--- config.mk ---
export PLATFORM = sky130hd
export DESIGN_NAME = ppm_ctrl
export DESIGN_NICKNAME = d
export VERILOG_FILES = /design/src/ppm_pkg.sv /design/src/ppm_tick.sv /design/src/ppm_ctrl.sv
export SDC_FILE = /design/constraint.sdc
export NUM_CORES = 1
export LEC_CHECK = 0
export BUFFER_PORTS_ARGS = -buffer_cell sky130_fd_sc_hd__buf_2
export CAP_MARGIN = 40
export CORE_MARGIN = 2
export CORE_UTILIZATION = 60
export CTS_BUF_LIST = sky130_fd_sc_hd__clkbuf_16
export CTS_CLUSTER_SIZE = 28
export DETAILED_ROUTE_END_ITERATION = 8
export PLACE_DENSITY = 0.8
export SETUP_SLACK_MARGIN = 0.05
export SYNTH_ARGS = -nofsm -noshare
export SYNTH_HDL_FRONTEND = slang
export SYNTH_SLANG_ARGS = --single-unit
--- constraint.sdc ---
create_clock -name pclk -period 4.5 [get_ports pclk]
set_input_delay 0.9 -clock pclk [delete_from_list [all_inputs] [get_ports pclk]]
set_output_delay 0.9 -clock pclk [all_outputs]
set_load 0.005 [all_outputs]
--- src/ppm_pkg.sv ---
// package: constants and types for the power mode and presence sequencer
package ppm_pkg;
  // clock and timing
  localparam int unsigned CLK_HZ           = 20000000;
  localparam int unsigned UPDATE_PERIOD_MS = 1000;
  localparam int unsigned UPDATE_CYCLES    = CLK_HZ / 1000 * UPDATE_PERIOD_MS;
  localparam int unsigned MS_CYCLES        = CLK_HZ / 1000;
  // short sample period: a pulled pack is caught within a millisecond
  localparam int unsigned PACK_PRESENT_N_SAMPLE_MS   = 1;
  localparam int unsigned PACK_PRESENT_N_CYCLES      = MS_CYCLES * PACK_PRESENT_N_SAMPLE_MS;
  // register byte offsets
  localparam logic [7:0] OFS_CTRL      = 8'h00;
  localparam logic [7:0] OFS_SLEEP_INT = 8'h04;
  localparam logic [7:0] OFS_WAKE_LVL  = 8'h08;
  localparam logic [7:0] OFS_CAL_TIME  = 8'h0c;
  localparam logic [7:0] OFS_STATUS    = 8'h10;
  localparam logic [7:0] OFS_IRQ_STAT  = 8'h14;
  localparam logic [7:0] OFS_IRQ_MASK  = 8'h18;
  // control register fields
  localparam int CTRL_SLEEP_REQ = 0;
  localparam int CTRL_SHUT_REQ  = 1;
  localparam int CTRL_WAKE_EN   = 2;
  localparam int CTRL_NONREMOVE = 3;
  localparam int CTRL_SW_REQ    = 4;
  // irq status fields
  localparam int IRQ_CYCLE   = 0;
  localparam int IRQ_WAKE    = 1;
  localparam int IRQ_REMOVED = 2;
  localparam int IRQ_CAL     = 3;
  localparam int IRQ_W       = 4;
  // reset values
  localparam logic [31:0] SLEEP_INT_RST = 32'h0000_000a;
  localparam logic [15:0] WAKE_LVL_RST  = 16'h0100;
  localparam logic [15:0] CAL_TIME_RST  = 16'h07d0;
  localparam logic [4:0]  CTRL_RST      = 5'h00;

  typedef enum logic [1:0] {
    PPM_NORMAL   = 2'b00,
    PPM_SLEEP    = 2'b01,
    PPM_SHUTDOWN = 2'b10
  } ppm_mode_e;

  typedef struct packed {
    logic chg_en;
    logic dsg_en;
    logic zvc_en;
  } ppm_sw_s;
endpackage

--- src/ppm_tick.sv ---
// file: interval counter producing a one-cycle tick
`timescale 1ns/1ps
module ppm_tick #(
  parameter int W = 32
) (
  input  wire logic         pclk,    // system clock
  input  wire logic         presetn, // async reset, active low
  input  wire logic         run,     // count while high
  input  wire logic [W-1:0] limit,   // ticks every limit cycles
  output logic              tick     // one-cycle pulse
);
  logic [W-1:0] cnt;      // current count
  logic [W-1:0] next_cnt; // next count
  logic         next_tick;

  // count up, wrap at limit; a stopped counter restarts from zero
  always_comb begin
    next_cnt  = cnt;
    next_tick = 1'b0;
    if (!run) begin
      next_cnt = '0;
    end else if (cnt + W'(1) >= limit) begin
      next_cnt  = '0;
      next_tick = 1'b1;
    end else begin
      next_cnt = cnt + W'(1);
    end
  end

  // register only
  always_ff @(posedge pclk or negedge presetn) begin
    if (!presetn) begin
      cnt  <= '0;
      tick <= 1'b0;
    end else begin
      cnt  <= next_cnt;
      tick <= next_tick;
    end
  end
endmodule

--- src/ppm_ctrl.sv ---
// file: power mode sequencer, pack presence monitor and apb registers
// Behaviour
// RULE1 - three modes: normal, sleep, shutdown
// RULE2 - normal mode: update cycle every second
// RULE3 - reduced power between update cycles
// RULE4 - sleep mode: update at programmable interval
// RULE5 - wake to normal on current or fault
// RULE6 - shutdown stops all update activity
// RULE7 - sample presence; low means installed, normal
// RULE8 - presence high: removed, switches off
// RULE9 - non-removable config ignores presence input
// RULE10 - current wake only when enabled, at level
// RULE11 - bus lines low long: start calibration
// RULE12 - reset: normal, switches off until sampled
`timescale 1ns/1ps
module ppm_ctrl
  import ppm_pkg::*;
(
  input  wire logic        pclk,          // system clock, 20 MHz
  input  wire logic        presetn,       // async reset, active low
  input  wire logic        psel,          // apb select
  input  wire logic        penable,       // apb access phase
  input  wire logic        pwrite,        // apb direction
  input  wire logic [7:0]  paddr,         // apb byte address
  input  wire logic [31:0] pwdata,        // apb write data
  output logic [31:0]      prdata,        // apb read data
  output logic             pready,        // apb ready
  output logic             pslverr,       // apb error
  input  wire logic        pack_present_n,// presence pin, low = installed
  input  wire logic [15:0] sense_pos_in,  // sensed current, positive side
  input  wire logic [15:0] sense_neg_in,  // sensed current, negative side
  input  wire logic        fault_in,      // failure detected (pin)
  input  wire logic        smb_clk_in,    // bus clock line level
  input  wire logic        smb_data_in,   // bus data line level
  input  wire logic        safety_ok,     // protection allows switches
  output logic             update_start,  // update cycle trigger pulse
  output logic             low_power,     // reduced power stage
  output logic             cal_start,     // offset calibration pulse
  output logic [1:0]       power_mode,    // current mode code
  output logic             chg_switch_en, // charge switch enable
  output logic             dsg_switch_en, // discharge switch enable
  output logic             zero_volt_charge_switch_en, // zero-volt switch
  output logic             irq            // level interrupt
);
  // pin synchronisers: first stage read only by second
  logic [3:0] sync1;
  logic [3:0] sync2;
  always_ff @(posedge pclk or negedge presetn) begin
    if (!presetn) begin
      sync1 <= 4'hf;
      sync2 <= 4'hf;
    end else begin
      sync1 <= {pack_present_n, fault_in, smb_clk_in, smb_data_in};
      sync2 <= sync1;
    end
  end
  logic pack_present_n_n_s;  // synced presence
  logic fault_s;   // synced fault
  logic smbc_s;    // synced bus clock
  logic smbd_s;    // synced bus data
  assign pack_present_n_n_s = sync2[3];
  assign fault_s  = sync2[2];
  assign smbc_s   = sync2[1];
  assign smbd_s   = sync2[0];

  // software registers
  logic [4:0]        ctrl;       // control bits
  logic [31:0]       sleep_int;  // sleep interval in seconds
  logic [15:0]       wake_lvl;   // current wake level
  logic [15:0]       cal_time;   // calibration low time in ms
  logic [IRQ_W-1:0]  irq_stat;   // sticky events
  logic [IRQ_W-1:0]  irq_mask;   // enables
  logic [4:0]        next_ctrl;
  logic [31:0]       next_sleep_int;
  logic [15:0]       next_wake_lvl;
  logic [15:0]       next_cal_time;
  logic [IRQ_W-1:0]  next_irq_stat;
  logic [IRQ_W-1:0]  next_irq_mask;
  logic [31:0]       next_prdata;
  logic              next_pready;
  logic              next_pslverr;

  // sequencer state
  ppm_mode_e mode;
  ppm_mode_e next_mode;
  logic      present;       // pack seen installed
  logic      sampled;       // first presence sample taken
  logic      next_present;
  logic      next_sampled;
  logic [IRQ_W-1:0] ev;     // events this cycle

  // apb: decoded on the first access edge, ready one cycle later
  logic acc;
  logic wr;
  assign acc = psel && penable && !pready;
  // writes land only at the edge where the master sees ready high
  assign wr  = psel && penable && pready && pwrite;

  // time bases
  logic ms_tick;     // one millisecond enable
  logic sec_tick;    // one second enable
  logic pack_present_n_tick;   // presence sample enable
  logic upd_run;     // update counter runs outside shutdown
  logic slp_tick;    // sleep interval elapsed
  ppm_tick #(.W(32)) u_sec (
    .pclk    (pclk),
    .presetn (presetn),
    .run     (upd_run),
    .limit   (32'(UPDATE_CYCLES)),
    .tick    (sec_tick)
  );
  ppm_tick #(.W(16)) u_ms (
    .pclk    (pclk),
    .presetn (presetn),
    .run     (1'b1),
    .limit   (16'(MS_CYCLES)),
    .tick    (ms_tick)
  );
  ppm_tick #(.W(24)) u_pack_present_n (
    .pclk    (pclk),
    .presetn (presetn),
    .run     (1'b1),
    .limit   (24'(PACK_PRESENT_N_CYCLES)),
    .tick    (pack_present_n_tick)
  );
  // shutdown halts the update time base entirely
  // RULE6 stop time base
  assign upd_run = (mode != PPM_SHUTDOWN);

  // sleep interval counted in seconds
  logic [31:0] slp_cnt;
  logic [31:0] next_slp_cnt;
  // RULE4 sleep interval count
  always_comb begin
    next_slp_cnt = slp_cnt;
    slp_tick     = 1'b0;
    if (mode != PPM_SLEEP) begin
      next_slp_cnt = '0;
    end else if (sec_tick) begin
      if (slp_cnt + 32'd1 >= sleep_int) begin
        next_slp_cnt = '0;
        slp_tick     = 1'b1;
      end else begin
        next_slp_cnt = slp_cnt + 32'd1;
      end
    end
  end

  // current wake: magnitude of differential at or above level
  logic [15:0] diff_mag;
  logic        cur_wake;
  assign diff_mag = (sense_pos_in >= sense_neg_in) ? sense_pos_in - sense_neg_in
                                                   : sense_neg_in - sense_pos_in;
  // RULE10 gated current wake
  assign cur_wake = ctrl[CTRL_WAKE_EN] && (diff_mag >= wake_lvl);

  // bus-low timer for calibration, in ms
  logic [15:0] low_ms;
  logic [15:0] next_low_ms;
  logic        cal_done;      // fired once per low period
  logic        next_cal_done;
  logic        next_cal_start;
  // RULE11 bus low calibration
  always_comb begin
    next_low_ms    = low_ms;
    next_cal_done  = cal_done;
    next_cal_start = 1'b0;
    if (smbc_s || smbd_s) begin
      next_low_ms   = '0;
      next_cal_done = 1'b0;
    end else if (ms_tick && !cal_done) begin
      // first tick may come at once; one extra tick keeps the time a minimum
      if (low_ms >= cal_time) begin
        next_cal_start = 1'b1;
        next_cal_done  = 1'b1;
      end else begin
        next_low_ms = low_ms + 16'd1;
      end
    end
  end

  // mode sequencer and presence evaluation
  logic next_update;
  always_comb begin
    next_mode    = mode;
    next_present = present;
    next_sampled = sampled;
    next_update  = 1'b0;
    ev           = '0;
    // RULE9 ignore presence
    if (ctrl[CTRL_NONREMOVE]) begin
      next_present = 1'b1;
      next_sampled = 1'b1;
    // RULE7 periodic presence sample
    end else if (pack_present_n_tick) begin
      next_sampled = 1'b1;
      next_present = !pack_present_n_n_s;
      // RULE8 removal event
      if (pack_present_n_n_s && present) begin
        ev[IRQ_REMOVED] = 1'b1;
      end
    end
    // RULE1 mode selection
    unique case (mode)
      PPM_NORMAL: begin
        // RULE2 one second cycle
        next_update = sec_tick;
        if (ctrl[CTRL_SHUT_REQ]) begin
          next_mode = PPM_SHUTDOWN;
        end else if (ctrl[CTRL_SLEEP_REQ] && !cur_wake && !fault_s) begin
          next_mode = PPM_SLEEP;
        end
      end
      PPM_SLEEP: begin
        next_update = slp_tick;
        if (ctrl[CTRL_SHUT_REQ]) begin
          next_mode = PPM_SHUTDOWN;
        // RULE5 wake on current or fault
        end else if (cur_wake || fault_s) begin
          next_mode     = PPM_NORMAL;
          ev[IRQ_WAKE]  = 1'b1;
        end
      end
      PPM_SHUTDOWN: begin
        // only clearing the request leaves shutdown
        if (!ctrl[CTRL_SHUT_REQ]) begin
          next_mode = PPM_NORMAL;
        end
      end
      default: begin
        next_mode = PPM_NORMAL;
      end
    endcase
    // RULE7 newly installed pack seen in sleep forces normal
    if (pack_present_n_tick && !ctrl[CTRL_NONREMOVE] && !pack_present_n_n_s && !present && mode == PPM_SLEEP) begin
      next_mode = PPM_NORMAL;
    end
    ev[IRQ_CYCLE] = next_update;
    ev[IRQ_CAL]   = next_cal_start;
  end

  // switch enables: removed or unsampled pack keeps all off
  ppm_sw_s next_sw;
  always_comb begin
    next_sw = '0;
    // RULE12 off until sampled
    // RULE8 removed state disables switches
    if (sampled && present && mode != PPM_SHUTDOWN && safety_ok) begin
      next_sw.chg_en = ctrl[CTRL_SW_REQ];
      next_sw.dsg_en = ctrl[CTRL_SW_REQ];
      next_sw.zvc_en = ctrl[CTRL_SW_REQ];
    end
  end

  // register file next values
  always_comb begin
    next_ctrl      = ctrl;
    next_sleep_int = sleep_int;
    next_wake_lvl  = wake_lvl;
    next_cal_time  = cal_time;
    next_irq_mask  = irq_mask;
    next_irq_stat  = irq_stat;
    next_prdata    = prdata;
    next_pready    = acc;
    next_pslverr   = 1'b0;
    // answer decoded on the first access edge, both directions
    if (acc) begin
      unique case (paddr)
        OFS_CTRL:      next_prdata = {27'h0, ctrl};
        OFS_SLEEP_INT: next_prdata = sleep_int;
        OFS_WAKE_LVL:  next_prdata = {16'h0, wake_lvl};
        OFS_CAL_TIME:  next_prdata = {16'h0, cal_time};
        OFS_STATUS:    next_prdata = {26'h0, sampled, present, low_power, 1'b0, mode};
        OFS_IRQ_STAT:  next_prdata = {28'h0, irq_stat};
        OFS_IRQ_MASK:  next_prdata = {28'h0, irq_mask};
        default: begin
          next_prdata  = 32'h0;
          next_pslverr = 1'b1;
        end
      endcase
      // a write leaves the last read data standing
      if (pwrite) begin
        next_prdata = prdata;
      end
    end
    // write commits at the ready edge
    if (wr) begin
      unique case (paddr)
        OFS_CTRL:      next_ctrl      = pwdata[4:0];
        OFS_SLEEP_INT: next_sleep_int = pwdata;
        OFS_WAKE_LVL:  next_wake_lvl  = pwdata[15:0];
        OFS_CAL_TIME:  next_cal_time  = pwdata[15:0];
        OFS_IRQ_STAT:  next_irq_stat  = irq_stat & ~pwdata[IRQ_W-1:0];
        OFS_IRQ_MASK:  next_irq_mask  = pwdata[IRQ_W-1:0];
        // status is read-only, unmapped was refused already
        default: begin
        end
      endcase
    end
    // set wins over a same-cycle clear
    next_irq_stat = next_irq_stat | ev;
  end

  // RULE3 reduced power between cycles
  logic next_low_power;
  assign next_low_power = (next_mode != PPM_SHUTDOWN) && !next_update;

  // registers
  always_ff @(posedge pclk or negedge presetn) begin
    if (!presetn) begin
      // RULE12 reset into normal
      mode          <= PPM_NORMAL;
      present       <= 1'b0;
      sampled       <= 1'b0;
      slp_cnt       <= '0;
      low_ms        <= '0;
      cal_done      <= 1'b0;
      ctrl          <= CTRL_RST;
      sleep_int     <= SLEEP_INT_RST;
      wake_lvl      <= WAKE_LVL_RST;
      cal_time      <= CAL_TIME_RST;
      irq_stat      <= '0;
      irq_mask      <= '0;
      prdata        <= 32'h0;
      pready        <= 1'b0;
      pslverr       <= 1'b0;
      update_start  <= 1'b0;
      low_power     <= 1'b0;
      cal_start     <= 1'b0;
      power_mode    <= PPM_NORMAL;
      chg_switch_en <= 1'b0;
      dsg_switch_en <= 1'b0;
      zero_volt_charge_switch_en <= 1'b0;
      irq           <= 1'b0;
    end else begin
      mode          <= next_mode;
      present       <= next_present;
      sampled       <= next_sampled;
      slp_cnt       <= next_slp_cnt;
      low_ms        <= next_low_ms;
      cal_done      <= next_cal_done;
      ctrl          <= next_ctrl;
      sleep_int     <= next_sleep_int;
      wake_lvl      <= next_wake_lvl;
      cal_time      <= next_cal_time;
      irq_stat      <= next_irq_stat;
      irq_mask      <= next_irq_mask;
      prdata        <= next_prdata;
      pready        <= next_pready;
      pslverr       <= next_pslverr;
      update_start  <= next_update;
      low_power     <= next_low_power;
      cal_start     <= next_cal_start;
      power_mode    <= next_mode;
      chg_switch_en <= next_sw.chg_en;
      dsg_switch_en <= next_sw.dsg_en;
      zero_volt_charge_switch_en <= next_sw.zvc_en;
      irq           <= |(next_irq_stat & next_irq_mask);
    end
  end
endmodule

; ---- Word level (Yosys, flattened, before mapping)
; Cells that the tools add are included.
; Widths: inputs -> output; s select.
[totals]
regBits = 254
output_inout_bits = 43
[classes]
add_sub_neg = 7
order_cmp = 7
n_eq_ne = 12
n_mux = 50
n_bitwise = 5
reduce_logical = 42
[ops]
columns = op, count
row1 = $pmux 32 s7, 1
row2 = $mux 32, 5
row3 = $mux 16, 5
row4 = $add 32x1->32 const B, 2
row5 = $ge 16x16->1, 3
row6 = $add 16x1->16 const B, 2
row7 = $ge 32x25->1 const B, 1
row8 = $ge 32x32->1, 1
row9 = $sub 16x16->16, 2
row10 = $mux 1, 25
row11 = $add 24x1->24 const B, 1
row12 = $eq 8x5->1 const B, 3
row13 = $ge 24x15->1 const B, 1
row14 = $mux 24, 1
row15 = $logic_and 1x1->1, 17
row16 = $eq 8x4->1 const B, 2
row17 = $ge 16x15->1 const B, 1
row18 = $mux 4, 4
row19 = $reduce_and 2->1, 7
row20 = $mux 2, 6
row21 = $and 4x4->4, 2
row22 = $eq 8x3->1 const B, 1
row23 = $logic_not 1->1, 8
row24 = $logic_not 8->1, 1
row25 = 15 further kinds, 21

; ---- Depth between registers and ports, before layout
[logic_depth]
word_depth = 13
ltp_mapped = 21

; ---- Modules after synthesis
; Synthesis repeated with hierarchy kept, for this count alone.
[hier_totals]
hier_cells = 1761
area_unflattened_um2 = 16615.9
[by_module_without_submodules]
columns = module, instances, cells_per_inst, area_per_inst_um2, seq_area_each_um2
row1 = ppm_ctrl, 1, 1154, 10935.5, 4450.5
row2 = ppm_tick (u_sec), 1, 268, 2464.9, 825.8
row3 = ppm_tick (u_pack_present_n), 1, 207, 1910.6, 625.6
row4 = ppm_tick (u_ms), 1, 132, 1305.0, 425.4

; ---- Least setup slack after synthesis
; Ideal clock, no wire load.
[synth_path]
path_kind = input to register
start = input port sense_pos_in[4]
end = register irq_stat[1]
arrival_ps = 4438
setup_slack_ps = -59
path_stages = 19
n_path_buf = 3
cell_sequence = inv_1 -> ha_1 -> clkbuf_1 -> nand4_1 -> a31oi_1 -> o21bai_1 -> a21boi_0 -> o221a_2 -> buf_2 -> buf_2 -> mux2i_1 -> xnor2_1 -> ha_1 -> a21o_1 -> a21o_1 -> a221oi_1 -> o21ai_0 -> a221o_1 -> a22o_1
[synth_between]
elab_chain_len = 9
elab_cells_between_ends = 11
classes_between = 2 x add/sub / 2 x order compare / 4 x mux / 1 x bitwise / 2 x reduce/logical
[synth_lines]
columns = element, line
row1 = "start, declared", ppm_ctrl.sv:30  ; input wire logic [15:0] sense_pos_in,
row2 = "$sub 16x16->16, or another cell as far along", ppm_ctrl.sv:153  ; : sense_neg_in - sense_pos_in;
row3 = $mux 16 *, ppm_ctrl.sv:152  ; assign diff_mag = (sense_pos_in >= sense_neg_in) ? sense_pos_in - sense_neg_in
row4 = $ge 16x16->1 *, ppm_ctrl.sv:155  ; assign cur_wake = ctrl[CTRL_WAKE_EN] && (diff_mag >= wake_lvl);
row5 = $logic_and 1x1->1 *, ppm_ctrl.sv:155
row6 = $logic_or 1x1->1 *, ppm_ctrl.sv:219  ; end else if (cur_wake || fault_s) begin
row7 = $mux 1 *, ppm_ctrl.sv:219
row8 = $mux 1 *, ppm_ctrl.sv:216  ; if (ctrl[CTRL_SHUT_REQ]) begin
row9 = $mux 1 *, ppm_ctrl.sv:204  ; unique case (mode)
row10 = $or 4x4->4 *, ppm_ctrl.sv:301  ; next_irq_stat = next_irq_stat | ev;
row11 = via next_irq_stat[1], ppm_ctrl.sv:77  ; logic [IRQ_W-1:0] next_irq_stat;
row12 = "end signal, assigned", ppm_ctrl.sv:346  ; irq_stat <= next_irq_stat;
row13 = "end, declared", ppm_ctrl.sv:71  ; logic [IRQ_W-1:0] irq_stat;
; The timed path passes the listed nets; every way through them passes the cells marked *.
; A chain may end at the register's enable or synchronous reset.

; ---- Final worst setup path
[layout_path]
start = input port sense_neg_in[0]
end = register irq
[layout_between]
elab_chain_len = 11
elab_cells_between_ends = 13
classes_between = 2 x add/sub / 2 x order compare / 4 x mux / 2 x bitwise / 3 x reduce/logical
[layout_lines]
columns = element, line
row1 = "start, declared", ppm_ctrl.sv:31  ; input wire logic [15:0] sense_neg_in,
row2 = "$sub 16x16->16, or another cell as far along", ppm_ctrl.sv:153
row3 = $mux 16 *, ppm_ctrl.sv:152
row4 = $ge 16x16->1 *, ppm_ctrl.sv:155
row5 = $logic_and 1x1->1 *, ppm_ctrl.sv:155
row6 = $logic_or 1x1->1 *, ppm_ctrl.sv:219
row7 = $mux 1 *, ppm_ctrl.sv:219
row8 = $mux 1 *, ppm_ctrl.sv:216
row9 = $mux 1 *, ppm_ctrl.sv:204
row10 = $or 4x4->4 *, ppm_ctrl.sv:301
row11 = $and 4x4->4 *, ppm_ctrl.sv:358  ; irq <= |(next_irq_stat & next_irq_mask);
row12 = $reduce_or 4->1 *, ppm_ctrl.sv:358
row13 = "end signal, assigned", ppm_ctrl.sv:358
row14 = "end, declared", ppm_ctrl.sv:43  ; output logic irq
; Every way passes the cells marked *; elsewhere a longest branch is shown, timed or not.

==> summary.txt <==
Yosys
  – Largest cells by area after synthesis: dfrtp_1 39%, ha_1 8.6%, mux2_2 5.8%
  – #FFs+latches synth: 252
  – Leading area contributor after synthesis: dfrtp_1
  – Post-synth EDFFs: 0
  – Synth warnings: 0
  – Post-synthesis area per instance: 9.83 sq um
  – Post-synthesis sequential area ratio: 42.3%
  – Async S/R FF share, synth: 100%
  – Synth cell types: 86
  – Synth top area share: 39.3%
  – Commonest register cell after synthesis: dfrtp_1
  – Mapped Cells: 1522
  – Mapped cell area: 15000 sq um

Setup path
  – Crit path DAT: 4590 ps
  – CP Max Fanout: 3
  – CP required: 4910 ps
  – CP endpoint kind: register
  – WS Path Type: input port to register
  – CP Launch Type: input port

Timing
  – Minimum clock period: 4190 ps
  – Worst Max-Slew Pin Slew: 917 ps
  – RSZ-0062 raised after global routing: false
  – Finish-stage setup viols: 0
  – Clock Skews: 17.7 ps
  – Max-slew headroom: 38.9%
  – Final Max Slew Viols: 0
  – Fmax: 239 MHz
  – WHS: 357 ps
  – Final Hold Vio Count: 0
  – Period utilization: 93.1%

Global routing
  – Initial antenna violation count: 3
  – Largest net degree at the start of global routing: 114
  – GRT Total Usage: 26.9%
  – Vias in the first global route: 11.9k
  – Total grt overflow: 0
  – Global-route wire length before repair: 58.2 mm

Clock tree
  – Cts hold-fix bufs: 0
  – Clk slew on worst S/H paths: 60 ps
  – Clock Path Buffers: 3
  – Post-CTS Setup Bufs: 0
  – TritonCTS Buffers: 28
  – CTS tree: built
  – # resized after CTS: 0
  – Root Buffer: clkbuf_16
  – H-tree Lvls: 1
  – Clock Latency Late Sink: 550 ps
  – CTS Sinks: 252

Layout
  – Reg area: 6330 sq um
  – Layout cells sized above 1: 19.6%
  – Fillcell total: 1876
  – Core Util, Final: 70.0%
  – Layout area overhead: 14.1%
  – # nets final: 1862
  – Final Cell Area: 17100 sq um
  – Area of the multi-input gates: 7960 sq um

Routing
  – TritonRoute pass-1 iters: 5
  – Total routed wirelength: 35.1 mm
  – Drc violations: 0
  – Post-DR vias/cell: 5.96
  – Wirelength per Cell: 17.3 um
  – Routed via count: 12.1k
  – Routed Antenna Nets: 0
  – DRT iter0 DRCs: 975

Placed design
  – Gpl congestion: 0.919
  – Placed Area: 16100 sq um
  – IO buf count: 124
  – DPL Wire Length: 25.2 mm

Floorplanning
  – Die Area: 26200 sq um
  – Die height: 162 um
  – Core ar.: 24400 sq um
  – Rows: 57
  – Die X: 162 um
  – Initial Utilization: 61.3%
  – Top Ports: 125

Outcome
  – Status: finished clean

Power and ir drop
  – Leakage: 7.91 nW
  – Pwr Density: 300 nW/um^2
  – Overall Power: 0.00512 W
  – Worst IR drop on VDD: 0.000299 V

Min path
  – Hold crit path type: register to register

Job
  – Max Cap Viol: 0
## cell families (layout without fill, tap and decap cells)
| kind of cell | after synthesis | count (layout) | synth area share [%] |
|---|---|---|---|
| simple gates | 493 | 493 | 17.2 |
| buf+inv | 182 | 341 | 4.94 |
| compound gates | 299 | 299 | 14.0 |
| flops | 252 | 252 | 42.3 |
| fa+ha+maj | 105 | 105 | 8.88 |
| other cells | 1 | 21 | 0.0251 |
| xor+xnor | 94 | 94 | 5.50 |
| mux | 96 | 96 | 7.07 |
## cell usage after synthesis, types with 19 or more instances
master / count
a21o_1: 24
a21oi_1: 61
a22o_1: 20
a31oi_1: 25
clkbuf_1: 35
dfrtp_1: 235
ha_1: 103
inv_1: 122
mux2_2: 77
mux2i_1: 19
nand2_1: 115
nand3_1: 54
nand4_1: 35
nor2_1: 99
nor3_1: 32
nor4_1: 31
o21ai_0: 45
o31ai_1: 22
xnor2_1: 57
xor2_1: 37
## state kept, by name (all words and copies together), names as in the netlist, 4 cells and up
signal,flops
wake_lvl,16
low_ms,16
u_pack_present_n.cnt,24
slp_cnt,32
sync1,4
cal_time,16
u_sec.cnt,32
ctrl,5
prdata,32
sync2,4
u_ms.cnt,16
sleep_int,32
irq_mask,4
irq_stat,4
## routing by layer
layer  track usage (%)  wire length [um]  vias up
li1                  -                 -     5783
met1              35.6             15100     5871
met2              46.2             17300      345
met3              4.01              1870       72
met4              8.05               938        0
met5                 0                 0        -
## worst paths after layout
| kind | startpoint | end | slack, ps | cells after the start |
|---|---|---|---|---|
| min in group asynchronous | presetn | u_sec.cnt[30] | 410 | 1 |
| hold reg to reg | sync1[2] | sync2[2] | 360 | 0 |
| hold / removal | sync1[2] | sync2[2] | 360 | 0 |
| max in group asynchronous | presetn | sync1[1] | 3120 | 2 |
| setup / recovery | sense_neg_in[0] | irq | 310 | 20 |
| setup reg to reg | slp_cnt[3] | slp_cnt[28] | 430 | 16 |
## worst max-delay path, stage by stage
cell and delay (ps):
buf_2 110, inv_1 50, ha_1 170, inv_1 60, fa_1 390, nand3_1 110, a21oi_1 70, o32ai_1 300
buf_4 170, o21ai_0 110, a221oi_1 340, mux2i_1 160, xor2_1 170, ha_1 300, a21o_1 170, a21oi_1 150
o21ai_0 140, a221o_1 480, nand3_1 140, nand4_1 120
## where the power goes
part | internal (W) | switching [W]
combinational | 0.000239 | 0.000290
sequential | 0.00231 | 0.0000315
clock | 0.00130 | 0.000941
total | 0.00386 | 0.00126
## cells in the final DEF (no fill, tap or decap), types with 24 or more instances in the layout
cell type and instances:
xnor2_1 57, nor3_1 31, nand2_1 115, a31oi_1 25, buf_2 124, clkbuf_16 28, buf_4 39, nor2_1 99
dfrtp_1 235, nand4_1 35, ha_1 103, a21o_1 24, mux2_2 77, nand3_1 54, inv_1 128, nor4_1 31
o21ai_0 45, xor2_1 37, a21oi_1 61
## final cells by class
| class | instances | area share (%) |
|---|---|---|
| inverters | 122 | 2.68 |
| well taps | 324 | 2.38 |
| clock buffers | 28 | 4.11 |
| flip-flops and latches | 252 | 37.1 |
| multi-input cells | 1104 | 46.7 |
| diodes | 4 | 0.0587 |
| clock inverters | 24 | 1.19 |
| repair buffers | 167 | 5.84 |
## per-stage QoR
stage               TNS (ps)  setup slack, ps  cells
floorplan                  0             68.0   1538
global placement        -120            -69.2   1967
finish                     0              313   2025
global route               0             63.6   2022
CTS                        0              368   2021
detailed placement      -495             -202   1969
(Power assumes the default switching activity.)
